===== config.mk =====
export PLATFORM = sky130hd
export DESIGN_NAME = adcc_top
export DESIGN_NICKNAME = d
export VERILOG_FILES = /design/src/adcc_pkg.sv /design/src/adcc_tick.sv /design/src/adcc_shift.sv /design/src/adcc_top.sv
export SDC_FILE = /design/constraint.sdc
export NUM_CORES = 1
export LEC_CHECK = 0
export BUFFER_PORTS_ARGS = -buffer_cell sky130_fd_sc_hd__buf_2
export CORE_ASPECT_RATIO = 1.5
export CORE_MARGIN = 1.5
export CORE_UTILIZATION = 50
export DETAILED_ROUTE_END_ITERATION = 8
export PLACE_DENSITY = 0.79
export SYNTH_ARGS = -nofsm -noshare
export SYNTH_HDL_FRONTEND = slang
export SYNTH_HIERARCHICAL = 1
export SYNTH_SLANG_ARGS = --single-unit

===== constraint.sdc =====
create_clock -name pclk -period 4.3 [get_ports pclk]
set_input_delay 0.86 -clock pclk [delete_from_list [all_inputs] [get_ports pclk]]
set_output_delay 0.86 -clock pclk [all_outputs]
set_load 0.005 [all_outputs]

===== src/adcc_pkg.sv =====
// shared constants, types and register map of the continuous serial converter block
package adcc_pkg;
   localparam int PCLK_HZ = 10_000_000;
   localparam int CLK_PERIOD_NS = 100;
   localparam int SLEEP_MIN_NS = 500;
   localparam int SLEEP_CYC = (SLEEP_MIN_NS + CLK_PERIOD_NS - 1) / CLK_PERIOD_NS;
   localparam int INT_OSC_HZ = 1_800_000;
   localparam int INT_DIV = PCLK_HZ / INT_OSC_HZ;
   localparam int EXT_DIV = 5;
   localparam int EXT_IDLE_CYC = 64;
   localparam int OSR_MIN = 64;
   localparam int OSR_CODE_MAX = 9;
   localparam int NULL_PER_RESULT = 8;
   localparam int CONV_LEN_MIN = OSR_MIN * NULL_PER_RESULT;
   localparam int OUT_BITS = 32;
   localparam int SEL_BITS = 13;
   localparam int SCK_HALF = 2;
   localparam logic [11:0] ADDR_CTRL = 12'h000;
   localparam logic [11:0] ADDR_STATUS = 12'h004;
   localparam logic [11:0] ADDR_RESULT = 12'h008;
   localparam logic [11:0] ADDR_COUNT = 12'h00c;
   localparam int CTRL_EN_BIT = 0;
   localparam logic [31:0] CTRL_RST = 32'h0000_0000;
   localparam int STAT_BUSY_BIT = 0;
   localparam int STAT_ST_LSB = 1;
   localparam int STAT_OSR_LSB = 3;
   localparam int STAT_CH_LSB = 7;
   localparam int STAT_EXT_BIT = 12;
   localparam int STAT_MODE_BIT = 13;
   localparam logic [3:0] SEL_OSR_RST = 4'h0;
   localparam logic [4:0] SEL_CH_RST = 5'h00;
   typedef struct packed {
      logic [3:0] osr_code;
      logic [4:0] channel;
   } adcc_sel_type;
   typedef struct packed {
      logic sck;
      logic sdo;
      logic busy;
   } adcc_pins_type;
   typedef enum logic [1:0] {ST_IDLE, ST_CONV, ST_SLEEP, ST_OUT} adcc_state_type;
endpackage


===== src/adcc_tick.sv =====
// modulator sample tick from internal divider or external conversion clock
`timescale 1ns/1ns
module adcc_tick #(
   parameter int INT_DIV_P = adcc_pkg::INT_DIV,
   parameter int EXT_DIV_P = adcc_pkg::EXT_DIV,
   parameter int IDLE_P = adcc_pkg::EXT_IDLE_CYC
) (
   input wire logic pclk,
   input wire logic presetn,
   input wire logic conv_clk_pin,
   output logic tick,
   output logic ext_active
);
   import adcc_pkg::*;
   logic s1_q, s2_q, s3_q;
   logic [7:0] idle_q, int_q, ext_q;
   logic int_tick_q, ext_tick_q;
   logic pin_edge;
   if (INT_DIV_P < 1 || INT_DIV_P > 255 || EXT_DIV_P < 1 || EXT_DIV_P > 255 || IDLE_P > 255)
   begin : g_chk
      $error("adcc_tick divider out of range");
   end
   assign pin_edge = s2_q & ~s3_q;
   always_ff @(posedge pclk or negedge presetn)
   begin
      if (!presetn)
      begin
         s1_q <= 1'b0;
         s2_q <= 1'b0;
         s3_q <= 1'b0;
      end
      else
      begin
         s1_q <= conv_clk_pin;
         s2_q <= s1_q;
         s3_q <= s2_q;
      end
   end
   // pin held low long enough falls back to internal oscillator
   always_ff @(posedge pclk or negedge presetn)
   begin
      if (!presetn)
         idle_q <= 8'h00;
      else if (pin_edge)
         idle_q <= 8'(IDLE_P);
      else if (idle_q != 8'h00)
         idle_q <= idle_q - 8'h01;
   end
   // external clock divided by five
   always_ff @(posedge pclk or negedge presetn)
   begin
      if (!presetn)
      begin
         ext_q <= 8'h00;
         ext_tick_q <= 1'b0;
      end
      else
      begin
         ext_tick_q <= pin_edge && (ext_q == 8'(EXT_DIV_P - 1));
         if (pin_edge)
            ext_q <= (ext_q == 8'(EXT_DIV_P - 1)) ? 8'h00 : ext_q + 8'h01;
      end
   end
   // nominal internal oscillator rate
   always_ff @(posedge pclk or negedge presetn)
   begin
      if (!presetn)
      begin
         int_q <= 8'h00;
         int_tick_q <= 1'b0;
      end
      else
      begin
         int_tick_q <= (int_q == 8'(INT_DIV_P - 1));
         int_q <= (int_q == 8'(INT_DIV_P - 1)) ? 8'h00 : int_q + 8'h01;
      end
   end
   assign ext_active = (idle_q != 8'h00);
   assign tick = ext_active ? ext_tick_q : int_tick_q;
endmodule


===== src/adcc_shift.sv =====
// self-clocked serial shifter: drives sck, shifts sdo, captures sdi
`timescale 1ns/1ns
module adcc_shift #(
   parameter int NBITS = adcc_pkg::OUT_BITS,
   parameter int SBITS = adcc_pkg::SEL_BITS,
   parameter int HALF = adcc_pkg::SCK_HALF
) (
   input wire logic pclk,
   input wire logic presetn,
   input wire logic start,
   input wire logic [NBITS-1:0] word,
   input wire logic sdi_s,
   output logic sck,
   output logic sdo,
   output logic active,
   output logic done,
   output logic sel_valid,
   output logic [SBITS-1:0] sel_word
);
   import adcc_pkg::*;
   logic [NBITS-1:0] sh_q;
   logic [SBITS-1:0] in_q;
   logic [6:0] edges_q;
   logic [3:0] half_q;
   if (NBITS < SBITS || NBITS > 64 || SBITS < 2 || HALF < 1 || HALF > 15)
   begin : g_chk
      $error("adcc_shift parameters out of range");
   end
   always_ff @(posedge pclk or negedge presetn)
   begin
      if (!presetn)
      begin
         active <= 1'b0;
         sck <= 1'b1;
         sdo <= 1'b1;
         sh_q <= '0;
         in_q <= '0;
         edges_q <= 7'h00;
         half_q <= 4'h0;
         done <= 1'b0;
         sel_valid <= 1'b0;
         sel_word <= '0;
      end
      else
      begin
         done <= 1'b0;
         sel_valid <= 1'b0;
         if (start && !active)
         begin
            active <= 1'b1;
            sck <= 1'b0;
            sdo <= word[NBITS-1];
            sh_q <= word << 1;
            edges_q <= 7'h00;
            half_q <= 4'h0;
         end
         else if (active)
         begin
            half_q <= (half_q == 4'(HALF - 1)) ? 4'h0 : half_q + 4'h1;
            if (half_q == 4'(HALF - 1))
            begin
               if (!sck)
               begin
                  // rising edge, count it
                  sck <= 1'b1;
                  edges_q <= edges_q + 7'h01;
                  if (edges_q == 7'(NBITS - 1))
                  begin
                     active <= 1'b0;
                     done <= 1'b1;
                  end
               end
               else
               begin
                  // data moves only on falling edge
                  sck <= 1'b0;
                  sdo <= sh_q[NBITS-1];
                  sh_q <= sh_q << 1;
                  // input bit of the last rise, taken late for pin and synchroniser delay
                  in_q <= {in_q[SBITS-2:0], sdi_s};
                  if (edges_q == 7'(SBITS))
                  begin
                     sel_valid <= 1'b1;
                     sel_word <= {in_q[SBITS-2:0], sdi_s};
                  end
               end
            end
         end
      end
   end
endmodule


===== src/adcc_top.sv =====
// continuous self-clocked conversion sequencer with apb registers
// What this block does
// - converting holds sck, sdo, busy high
// - completion drops sck, busy, sdo together
// - sleep at least 500 ns, then output
// - output cycle is 32 sck pulses
// - sdo changes on sck falling edges
// - after 32nd rise sdo high, sck high
// - generated shift clock drives sck pin
// - oversample ratio 64 up to 32768
// - first null is sample rate over ratio
// - grounded clock pin uses internal oscillator
// - result rate is null over eight
// - external clock divided by five
// - stay asleep while chip select high
// - sdi held high selects ratio 32768
// - notch halves as ratio doubles
// - result loaded when busy falls
// - new selection needs thirteen input bits
//
// The register addresses and the APB slave port were chosen for this implementation.
`timescale 1ns/1ns
module adcc_top (
   input wire logic pclk,
   input wire logic presetn,
   input wire logic [11:0] paddr,
   input wire logic psel,
   input wire logic penable,
   input wire logic pwrite,
   input wire logic [31:0] pwdata,
   output logic [31:0] prdata,
   output logic pready,
   output logic pslverr,
   input wire logic clock_source_select_n,
   input wire logic conv_clk_in,
   input wire logic chip_select_n,
   input wire logic sdi,
   input wire logic [23:0] conv_data,
   output logic conv_start,
   output adcc_pkg::adcc_sel_type active_sel,
   output logic sck_out,
   output logic sdo_out,
   output logic busy_out
);
   import adcc_pkg::*;
   adcc_state_type st_q;
   adcc_pins_type pins_q, pins_d;
   adcc_sel_type sel_q, pend_q;
   logic pend_v_q;
   logic [31:0] ctrl_q, result_q, count_q, status_d;
   logic [18:0] tick_cnt_q, conv_len;
   logic [3:0] sleep_q;
   logic [3:0] osr_eff;
   logic mode_s1_q, mode_s_q, cs_s1_q, cs_s_q, sdi_s1_q, sdi_s_q;
   logic tick, ext_active, enable;
   logic sh_start, sh_sck, sh_sdo, sh_active, sh_done, sh_sel_v;
   logic [SEL_BITS-1:0] sh_sel_word;
   logic conv_end, sleep_done, acc, mapped;
   // pin synchronisers
   always_ff @(posedge pclk or negedge presetn)
   begin
      if (!presetn)
      begin
         mode_s1_q <= 1'b0;
         mode_s_q <= 1'b0;
         cs_s1_q <= 1'b1;
         cs_s_q <= 1'b1;
         sdi_s1_q <= 1'b0;
         sdi_s_q <= 1'b0;
      end
      else
      begin
         mode_s1_q <= clock_source_select_n;
         mode_s_q <= mode_s1_q;
         cs_s1_q <= chip_select_n;
         cs_s_q <= cs_s1_q;
         sdi_s1_q <= sdi;
         sdi_s_q <= sdi_s1_q;
      end
   end
   adcc_tick u_tick (
      .pclk(pclk),
      .presetn(presetn),
      .conv_clk_pin(conv_clk_in),
      .tick(tick),
      .ext_active(ext_active)
   );
   adcc_shift u_shift (
      .pclk(pclk),
      .presetn(presetn),
      .start(sh_start),
      .word(result_q),
      .sdi_s(sdi_s_q),
      .sck(sh_sck),
      .sdo(sh_sdo),
      .active(sh_active),
      .done(sh_done),
      .sel_valid(sh_sel_v),
      .sel_word(sh_sel_word)
   );
   // ratio code n gives 64 << n, notch halves per step
   assign osr_eff = (sel_q.osr_code > 4'(OSR_CODE_MAX)) ? 4'(OSR_CODE_MAX) : sel_q.osr_code;
   // eight nulls per result, so eight ratios of samples
   assign conv_len = 19'(CONV_LEN_MIN) << osr_eff;
   assign enable = ctrl_q[CTRL_EN_BIT];
   assign conv_end = (st_q == ST_CONV) && tick && (tick_cnt_q == conv_len - 19'h00001);
   assign sleep_done = (sleep_q >= 4'(SLEEP_CYC - 1));
   // leave sleep unprompted once minimum time passed and chip select low
   assign sh_start = (st_q == ST_SLEEP) && sleep_done && !cs_s_q && enable;
   // sequencer
   always_ff @(posedge pclk or negedge presetn)
   begin
      if (!presetn)
         st_q <= ST_IDLE;
      else
      begin
         case (st_q)
            ST_IDLE:
               if (enable && mode_s_q)
                  st_q <= ST_CONV;
            ST_CONV:
               if (conv_end)
                  st_q <= ST_SLEEP;
            ST_SLEEP:
               if (!enable)
                  st_q <= ST_IDLE;
               else if (sh_start)
                  st_q <= ST_OUT;
            ST_OUT:
               if (sh_done)
                  st_q <= (enable && mode_s_q) ? ST_CONV : ST_IDLE;
            default:
               st_q <= ST_IDLE;
         endcase
      end
   end
   always_ff @(posedge pclk or negedge presetn)
   begin
      if (!presetn)
         tick_cnt_q <= 19'h00000;
      else if (st_q != ST_CONV)
         tick_cnt_q <= 19'h00000;
      else if (tick)
         tick_cnt_q <= tick_cnt_q + 19'h00001;
   end
   always_ff @(posedge pclk or negedge presetn)
   begin
      if (!presetn)
         sleep_q <= 4'h0;
      else if (st_q != ST_SLEEP)
         sleep_q <= 4'h0;
      else if (!sleep_done)
         sleep_q <= sleep_q + 4'h1;
   end
   always_ff @(posedge pclk or negedge presetn)
   begin
      if (!presetn)
         conv_start <= 1'b0;
      else
         conv_start <= (st_q != ST_CONV) && (
            (st_q == ST_IDLE && enable && mode_s_q) || (st_q == ST_OUT && sh_done && enable && mode_s_q));
   end
   // finished result latched as busy falls, flag bit first
   always_ff @(posedge pclk or negedge presetn)
   begin
      if (!presetn)
      begin
         result_q <= 32'h0000_0000;
         count_q <= 32'h0000_0000;
      end
      else if (conv_end)
      begin
         result_q <= {1'b0, 1'b0, conv_data[23], conv_data, sel_q.channel};
         count_q <= count_q + 32'h0000_0001;
      end
   end
   // selection taken only after thirteen input bits
   always_ff @(posedge pclk or negedge presetn)
   begin
      if (!presetn)
      begin
         pend_q <= '{osr_code: SEL_OSR_RST, channel: SEL_CH_RST};
         pend_v_q <= 1'b0;
         sel_q <= '{osr_code: SEL_OSR_RST, channel: SEL_CH_RST};
      end
      else
      begin
         if (sh_sel_v)
         begin
            pend_q.channel <= sh_sel_word[SEL_BITS-1:SEL_BITS-5];
            // all ones clamps to largest ratio
            pend_q.osr_code <= sh_sel_word[3:0];
            pend_v_q <= 1'b1;
         end
         else if (sh_done)
            pend_v_q <= 1'b0;
         if (sh_done && pend_v_q)
            sel_q <= pend_q;
      end
   end
   assign active_sel = '{osr_code: osr_eff, channel: sel_q.channel};
   // pin levels per state
   always_comb
   begin
      pins_d = '{sck: 1'b1, sdo: 1'b1, busy: 1'b0};
      case (st_q)
         ST_CONV:
            pins_d = '{sck: 1'b1, sdo: 1'b1, busy: 1'b1};
         ST_SLEEP:
            pins_d = '{sck: 1'b0, sdo: 1'b0, busy: 1'b0};
         ST_OUT:
            pins_d = '{sck: sh_sck, sdo: sh_sdo, busy: 1'b0};
         default:
            pins_d = '{sck: 1'b1, sdo: 1'b1, busy: 1'b0};
      endcase
   end
   always_ff @(posedge pclk or negedge presetn)
   begin
      if (!presetn)
         pins_q <= '{sck: 1'b1, sdo: 1'b1, busy: 1'b0};
      else
         pins_q <= pins_d;
   end
   assign sck_out = pins_q.sck;
   assign sdo_out = pins_q.sdo;
   assign busy_out = pins_q.busy;
   // apb slave, zero wait states
   assign acc = psel && penable;
   assign mapped = (paddr == ADDR_CTRL) || (paddr == ADDR_STATUS) ||
      (paddr == ADDR_RESULT) || (paddr == ADDR_COUNT);
   assign pready = 1'b1;
   assign pslverr = acc && !mapped;
   always_ff @(posedge pclk or negedge presetn)
   begin
      if (!presetn)
         ctrl_q <= CTRL_RST;
      else if (acc && pwrite && paddr == ADDR_CTRL)
         ctrl_q <= {31'h0, pwdata[CTRL_EN_BIT]};
   end
   always_comb
   begin
      status_d = 32'h0000_0000;
      status_d[STAT_BUSY_BIT] = pins_q.busy;
      status_d[STAT_ST_LSB +: 2] = st_q;
      status_d[STAT_OSR_LSB +: 4] = osr_eff;
      status_d[STAT_CH_LSB +: 5] = sel_q.channel;
      status_d[STAT_EXT_BIT] = ext_active;
      status_d[STAT_MODE_BIT] = mode_s_q;
   end
   always_ff @(posedge pclk or negedge presetn)
   begin
      if (!presetn)
         prdata <= 32'h0000_0000;
      else if (psel && !penable && !pwrite)
      begin
         case (paddr)
            ADDR_CTRL: prdata <= ctrl_q;
            ADDR_STATUS: prdata <= status_d;
            ADDR_RESULT: prdata <= result_q;
            ADDR_COUNT: prdata <= count_q;
            default: prdata <= 32'h0000_0000;
         endcase
      end
   end
   // checks
   logic [6:0] rise_cnt_q;
   logic sh_sck_d_q;
   always_ff @(posedge pclk or negedge presetn)
   begin
      if (!presetn)
      begin
         rise_cnt_q <= 7'h00;
         sh_sck_d_q <= 1'b1;
      end
      else
      begin
         sh_sck_d_q <= sh_sck;
         if (sh_start)
            rise_cnt_q <= 7'h00;
         else if (sh_sck && !sh_sck_d_q && sh_active)
            rise_cnt_q <= rise_cnt_q + 7'h01;
      end
   end
endmodule


# Yosys cells after proc, flatten, opt, wreduce, memory -nomap -nowiden
# Index checks and enable logic that the tools add are counted.
# Widths: inputs -> output; s select.
# op_classes
add_sub_neg	9
n_lt_le_gt_ge	2
n_eq_ne	20
n_shift	1
muxes	55
bitwise_logic	3
n_reduce_logical	45
# op_table
cell	n
$mux 32	4
$pmux 32 s4	1
$mux 19	2
$add 32x1->32 const B	1
$mux 8	4
$mux 7	4
$mux 1	27
$eq 12x4->1 const B	2
$mux 4	6
$logic_and 1x1->1	21
$add 19x1->19 const B	1
$eq 19x19->1	1
$shl 10x4->19 const A	1
$sub 19x1->19 const B	1
$add 8x1->8 const B	2
$eq 8x3->1 const B	2
$eq 12x3->1 const B	1
$logic_not 12->1	1
$reduce_bool 2->1	6
$mux 2	5
$pmux 3 s3	1
$add 4x1->4 const B	2
$ne 2x2->1 const B	4
$pmux 2 s4	1
other kinds (21)	34
# word_totals
register_bits	250
input_bits	77
wordCells	175

# Logic depth before layout (Yosys ltp)
# Gate-level depths: netlist (run 1).
# logic_depth
depth_word	8
depth_mapped	15
depth_no_buf	11

# Modules after synthesis
# The synthesis (run 1) kept the hierarchy.
# modules_own_cells
module	instances	cells_each	area_each_um2
adcc_top	1	672	6849.1
adcc_shift	1	280	3395.8
adcc_tick	1	131	1416.4

# Least setup slack after synthesis (run 1)
# OpenSTA, ideal clock, no wires.
# synth_timing
kind	register -> register
startpoint	register u_tick.idle_q[5]
endpoint	register count_q[11]
arrival_time_ns	3.481
required_ns	4.177
path_slack_ns	0.696
stages_incl_launch_ff	14
cell_sequence	dfrtp_1 or4_4 buf_6 or3_1 buf_6 mux2_4 and4_1 buf_2 nor4b_1 o2111ai_1 a2111oi_4 buf_2 nand4_1 xnor2_1
# synth_via
elab_chain_len	4
# synth_lines
item	line_no	source
start, declared	adcc_tick.sv:16	logic [7:0] idle_q, int_q, ext_q;
start signal, assigned	adcc_tick.sv:45	idle_q <= 8'(IDLE_P);
start signal, assigned	adcc_tick.sv:47	idle_q <= idle_q - 8'h01;
$reduce_bool 8->1	adcc_tick.sv:78	assign ext_active = (idle_q != 8'h00);
via ext_active	adcc_top.sv:55	logic tick, ext_active, enable;
$mux 1	adcc_tick.sv:79	assign tick = ext_active ? ext_tick_q : int_tick_q;
via tick	adcc_top.sv:55	
$logic_and 1x1->1 (2 in a row)	adcc_top.sv:106	assign conv_end = (st_q == ST_CONV) && tick && (tick_cnt_q == conv_len - 19'h00001);
end signal, assigned	adcc_top.sv:174	count_q <= count_q + 32'h0000_0001;
end, declared	adcc_top.sv:50	logic [31:0] ctrl_q, result_q, count_q, status_d;
# The timed path passes the listed nets, and every way through them passes these cells.
# A chain may end at the register's enable or synchronous reset.

# Worst setup path in the final report (run 1)
# layout_timing
startpoint	register u_tick.idle_q[5]
endpoint	register count_q[16]
# Same word-level chain as after synthesis.

==> results of run 1 <==
==> registers in the layout (all words and copies together) (netlist names), 2 cells and up <==
name	cells
sleep_q	4
u_shift/sh_q	31
u_shift/sel_word	9
u_shift/half_q	4
prdata	32
count_q	32
u_tick/idle_q	8
sel_q	4
u_tick/ext_q	8
active_sel	5
tick_cnt_q	19
pend_q	9
result_q	29
st_q	2
u_shift/edges_q	7
u_shift/in_q	12
u_tick/int_q	8
==> stage by stage <==
step                power [mW]  std cells
finish                    5.26       1432
global route              5.44       1432
CTS                       5.30       1432
detailed placement        2.81       1387
global placement          2.79       1387
floorplan                 2.68       1076
==> power by group through the flow <==
stage	sequential, mW	combinational (mW)	clock [mW]
3_3_place_gp	2.48	0.310	0
5_1_grt	2.45	0.369	2.62
3_5_place_dp	2.48	0.325	0
2_1_floorplan	2.47	0.215	0
6_report	2.44	0.324	2.49
4_1_cts	2.44	0.328	2.53
==> worst register-to-register path, delay by kind of cell (launching register included) <==
| family | cells | cell delay [ns] |
|---|---|---|
| AND/OR/NAND/NOR | 5 | 1.76 |
| AO/OA/AOI/OAI | 2 | 0.99 |
| multiplexers | 1 | 0.28 |
| XOR/XNOR | 1 | 0.17 |
| buffers and inverters | 1 | 0.30 |
| flip-flops | 1 | 0.42 |
==> layout by cell type, fill, tap and decap left out, drive strengths merged, types with 15 or more instances in the layout <==
master / n
xor2: 31
xnor2: 29
a21oi: 17
and3: 52
nand3: 21
a22oi: 29
nand2: 175
nand4: 24
o21ai: 38
buf: 108
a221o: 31
mux2: 52
nor3: 19
dfrtp: 239
inv: 23
nor2: 41
nand2b: 15
clkbuf: 32
and2: 38
==> metal layers <==
metal / GRT usage, % / wire (µm) / vias to the layer above
li1: - / - / 3897
met1: 26.4 / 10300 / 4120
met2: 39.3 / 13500 / 212
met3: 3.01 / 1270 / 34
met4: 5.94 / 515 / 0
met5: 0 / 0 / -
==> layout make-up <==
cell class,instances,share of cell area (%)
Tap cell,276,2.64
Multi-Input combinational cell,735,37.6
Inverter,23,0.661
Clock inverter,13,1.88
Clock buffer,32,5.45
Sequential cell,245,47.0
Timing Repair Buffer,108,4.73
==> worst paths after layout <==
path                                         to        startpoint  slack [ns]
worst max-delay path                count_q[16]  u_tick/idle_q[5]        0.30
worst min-delay path            u_tick/ext_q[6]           presetn        0.33
worst max register to register      count_q[16]  u_tick/idle_q[5]        0.30
worst min register to register         mode_s_q         mode_s1_q        0.36
max in group asynchronous            prdata[24]           presetn        3.03
min in group pclk                      mode_s_q         mode_s1_q        0.36
==> summary.txt, run 1 <==
Die
  – Overall die width: roughly 130 µm
  – Area of the core: around 22000 µm²
  – Starting density of the core: 51.2%
  – Die Y: 189 µm
  – Io pins: 124
  – Die area: between 20000 and 25000 µm²
  – Std cell rows: 67

Yosys
  – Synth Instances: 1075
  – Ys Warns: 6
  – Netlist Area Pre-Place: 11500 µm²
  – Post-Syn Area per Cell: ~11 µm²

Setup path
  – CP Data Required Time: between 4 and 5 ns
  – Critical path's largest stage delay: ~0.72 ns
  – Crit Path Max Fanout: 19
  – Worst path cell trace: or4_4 -> or3_1 -> mux2_4 -> and4_1 -> nor4b_1 -> o2111ai_1 -> a2111o_2 -> buf_4 -> nor2_1 -> xor2_1
  – R2r worst-path depth: 10
  – WP data arrival: approximately 4.4 ns
  – Worst path slowest cell: a2111o_2
  – Crit end category: flop
  – Crit path buffers/inverters: 1
  – Crit path launch type: flop
  – WS Path Type: flop to flop
  – Crit-path leading delay family: simple AND/OR/NAND/NOR gates
  – CP Depth: 10

Clocking
  – Post-CTS Setup Inserts: 0
  – Num CTS Buffers: 25
  – Clock Tree Buf Depth: 3
  – Hold buffer count at cts: 0
  – Htree depth: 1
  – Clock transition at path regs: around 0.06 ns
  – Clk root buf: clkbuf_16
  – CTS tree: built
  – PostCTS Resize Cnt: 0
  – Worst skew pair latency: about 0.52 ns
  – Clk sinks: 245

Global route
  – Largest net degree at the start of global routing: 94
  – Vias in the first global route: 8070
  – Total grt overflow: 0
  – Initial antenna violation count: 0
  – First-pass GRT wire length: 41500 µm
  – Tot GR Track Use: around 22%

Placed design
  – GP Congestion: between 0.8 and 0.9
  – Area post-placement: approximately 12000 µm²
  – Worst slack at placement: 0.334 ns
  – HPWL Detailed: 17000 µm
  – IO Port Bufs: 91

Cells and area
  – Register area: ~6000 µm²
  – Finished Core Util: 58.1%
  – Final instance area: 13100 µm²
  – Area Overhead vs Synth: 13.5%
  – Area of the multi-input gates: about 4900 µm²
  – Net count, final: ~1200
  – Fillers: about 1800
  – N_diodes: 0
  – Layout cells sized above 1: approximately 20%

Power and ir drop
  – Combinational share of power: under 10%
  – Leakage power: around 6.4 nW
  – NetSw: 1.17 mW
  – VDD IR max: 0.386 mV
  – Switching share of power: about 22%
  – Pint: 4.09 mW
  – Sequential share of power: between 40% and 50%
  – Clock power share: ~47%
  – Pwr dens: between 400 and 500 nW/µm²

Detailed routing
  – Drt pass-1 iters: 5
  – Initial DRC count: 737
  – Via count: ~8300
  – Drt drc: 0
  – ANT nets after route: 0
  – Vias per std cell: roughly 5.8
  – WL final: about 26000 µm
  – DR WL/cell: roughly 18 µm

Hold path
  – Worst Hold Class: input port to async pin

Run
  – MaxCap Viol Count: 0

Timing
  – Setup WS post-layout: between 0.3 and 0.4 ns
  – Setup violators final: 0
  – Crit path time final: 4.00 ns
  – Final hold violations: 0
  – Max Clock Freq: around 250 MHz
  – RSZ-0062 raised after global routing: false
  – Final hold slack: 0.331 ns
  – Max Clock Skew: approximately 0.011 ns
  – Final critical-path share of the clock period: slightly above 90%
  – Slew margin rel.: 35.6%
  – Fin. max-slew vios: 0
  – Setup_tns: 0 ns
  – Worst Max-Slew Pin Slew: 0.966 ns

Outcome
  – Run status: finished, final reports clean
Note: power is estimated with default switching activity, not from simulation.
==> run 2, diff against run 1 <==
Settings changed: CORE_MARGIN 1.5 to default, PLACE_DENSITY 0.79 to default, PLACE_DENSITY_LB_ADDON from default to 0.25.
==> run 2 against run 1 <==
Net effect:
- combinational power down 1%
- critical path depth is the same
- global-route usage is 0.84 points higher
- die area fell by 1.3%
- via count down 1.1%
- largest power group is now sequential cells
==> summary.txt, run 2 (synthesized netlist as in run 1, its figures left out) <==
Outcome
  – Run status: finished, final reports clean

Clocking
  – Num CTS Buffers: 25
  – Post-CTS Setup Inserts: 0
  – Hold buffer count at cts: 0
  – Clock transition at path regs: 0.06 ns
  – CTS tree: built
  – PostCTS Resize Cnt: 0
  – Clk root buf: clkbuf_16
  – Htree depth: 1
  – Worst skew pair latency: 0.52 ns
  – Clock Tree Buf Depth: 3
  – Clk sinks: 245

Placed design
  – HPWL Detailed: between 15000 and 20000 µm
  – Worst slack at placement: ~0.31 ns
  – GP Congestion: between 0.7 and 0.8
  – IO Port Bufs: a little over 90

Detailed routing
  – Initial DRC count: between 400 and 500
  – DR WL/cell: 18.1 µm
  – Drt pass-1 iters: 5
  – Drt drc: 0
  – WL final: around 26000 µm
  – ANT nets after route: 0
  – Via count: slightly above 8000
  – Vias per std cell: around 5.7

Cells and area
  – Commonest cells after routing, fill and taps aside: dfrtp_1 (239), nand2_1 (174), buf_2 (90)
  – Area of the multi-input gates: 4910 µm²
  – Net count, final: roughly 1200
  – Commonest non-fill, non-tap cell in the layout: dfrtp_1
  – Area Overhead vs Synth: 13.0%
  – Finished Core Util: 57.9%
  – Largest registers: count_q: 32 flops, prdata: 32 flops, u_shift/sh_q: 31 flops
  – Register area: 6140 µm²
  – Layout cells sized above 1: between 10% and 20%
  – Fillers: about 1900

Hold path
  – Worst Hold Class: flop to flop

Setup path
  – CP Data Required Time: 4.75 ns
  – Crit-path leading delay family: simple AND/OR/NAND/NOR gates
  – Critical path's largest stage delay: ~0.7 ns
  – Worst path cell trace: or4_4 -> or3_1 -> mux2_4 -> and4_1 -> nor4b_1 -> o2111ai_1 -> a2111o_2 -> buf_4 -> nor2_1 -> xor2_1
  – Worst path slowest cell: a2111o_2
  – Crit path launch type: flop
  – Crit end category: flop
  – Crit Path Max Fanout: 34
  – Crit path buffers/inverters: 1
  – WS Path Type: flop to flop
  – WP data arrival: approximately 4.5 ns

Timing
  – Setup WS post-layout: 0.292 ns
  – Setup_tns: 0 ns
  – Max Clock Freq: between 200 and 250 MHz
  – Final hold slack: 0.356 ns
  – Worst Max-Slew Pin Slew: 1.02 ns
  – Max Clock Skew: 0.0111 ns
  – Crit path time final: roughly 4.0 ns
  – Fin. max-slew vios: 0
  – Setup violators final: 0
  – Slew margin rel.: 32.2%
  – RSZ-0062 raised after global routing: false
  – Final critical-path share of the clock period: 93.2%
  – Final hold violations: 0

Global route
  – Vias in the first global route: 8155
  – Tot GR Track Use: between 20% and 30%
  – First-pass GRT wire length: approximately 42000 µm
  – Total grt overflow: 0
  – Initial antenna violation count: 4
  – Largest net degree at the start of global routing: ~130

Die
  – Io pins: 124
  – Die Y: between 150 and 200 µm
  – Starting density of the core: 51.2%
  – Area of the core: roughly 22000 µm²
  – Overall die width: 126 µm
  – Die area: roughly 24000 µm²
  – Std cell rows: 67

Run
  – MaxCap Viol Count: 0

Power and ir drop
  – VDD IR max: roughly 0.40 mV
  – Pwr dens: around 400 nW/µm²
  – Leakage power: roughly 6.4 nW
run 2: cell count changes in the layout (fill, tap and decap cells not counted):
cell,delta
diode_2,+1
clkinv_2,-1
inv_6,+1
clkinvlp_4,-2
clkinv_4,+1
buf_12,-1
bufinv_16,-2
clkbuf_1,+4
buf_4,+1
run 2: worst register-to-register path, delay by kind of cell, from the launching register on:
kind,cells,cell delay [ns]
buf+inv,1,0.35
simple gates,5,1.75
mux,1,0.28
xor+xnor,1,0.15
compound gates,2,0.96
flops,1,0.43
run 2: cell type report:
cell class | count | area share, %
diodes | 1 | 0.0192
clock inverters | 10 | 1.41
multi-input cells | 735 | 37.8
clock buffers | 36 | 5.59
well taps | 276 | 2.66
inverters | 23 | 0.664
repair buffers | 108 | 4.66
flip-flops and latches | 245 | 47.2
run 2: per-layer routing:
layer / part of all wire, % / vias up / global-route usage (%)
li1: - / 3891 / -
met1: 41 / 4070 / 27.0
met2: 50 / 160 / 38.7
met3: 5.4 / 41 / 4.99
met4: 3.3 / 6 / 8.80
met5: 0.12 / - / 0
run 2: path summary, 6_finish.rpt:
kind / end / slack, ns / cells after the start / start
min in group asynchronous: prdata[23] / 0.41 / 1 / presetn
min: cs_s_q / 0.36 / 0 / cs_s1_q
max in group asynchronous: pend_q[7] / 2.76 / 2 / presetn
max: count_q[12] / 0.29 / 10 / u_tick/idle_q[4]
min reg2reg: cs_s_q / 0.36 / 0 / cs_s1_q
max reg2reg: count_q[12] / 0.29 / 10 / u_tick/idle_q[4]
run 2: power by group:
part / total [mW] / switching [mW] / internal (mW)
sequential: 2.45 / 0.0791 / 2.37
clock: 2.38 / 0.903 / 1.48
combinational: 0.320 / 0.185 / 0.135
total: 5.15 / 1.17 / 3.98
run 2: through the flow:
stage | cell area [µm²] | cells | total power, mW
2_1_floorplan | 11500 | 1076 | 2.68
3_3_place_gp | 12100 | 1387 | 2.79
3_5_place_dp | 12100 | 1387 | 2.81
4_1_cts | 13000 | 1433 | 5.19
5_1_grt | 13000 | 1433 | 5.33
6_report | 13000 | 1434 | 5.15
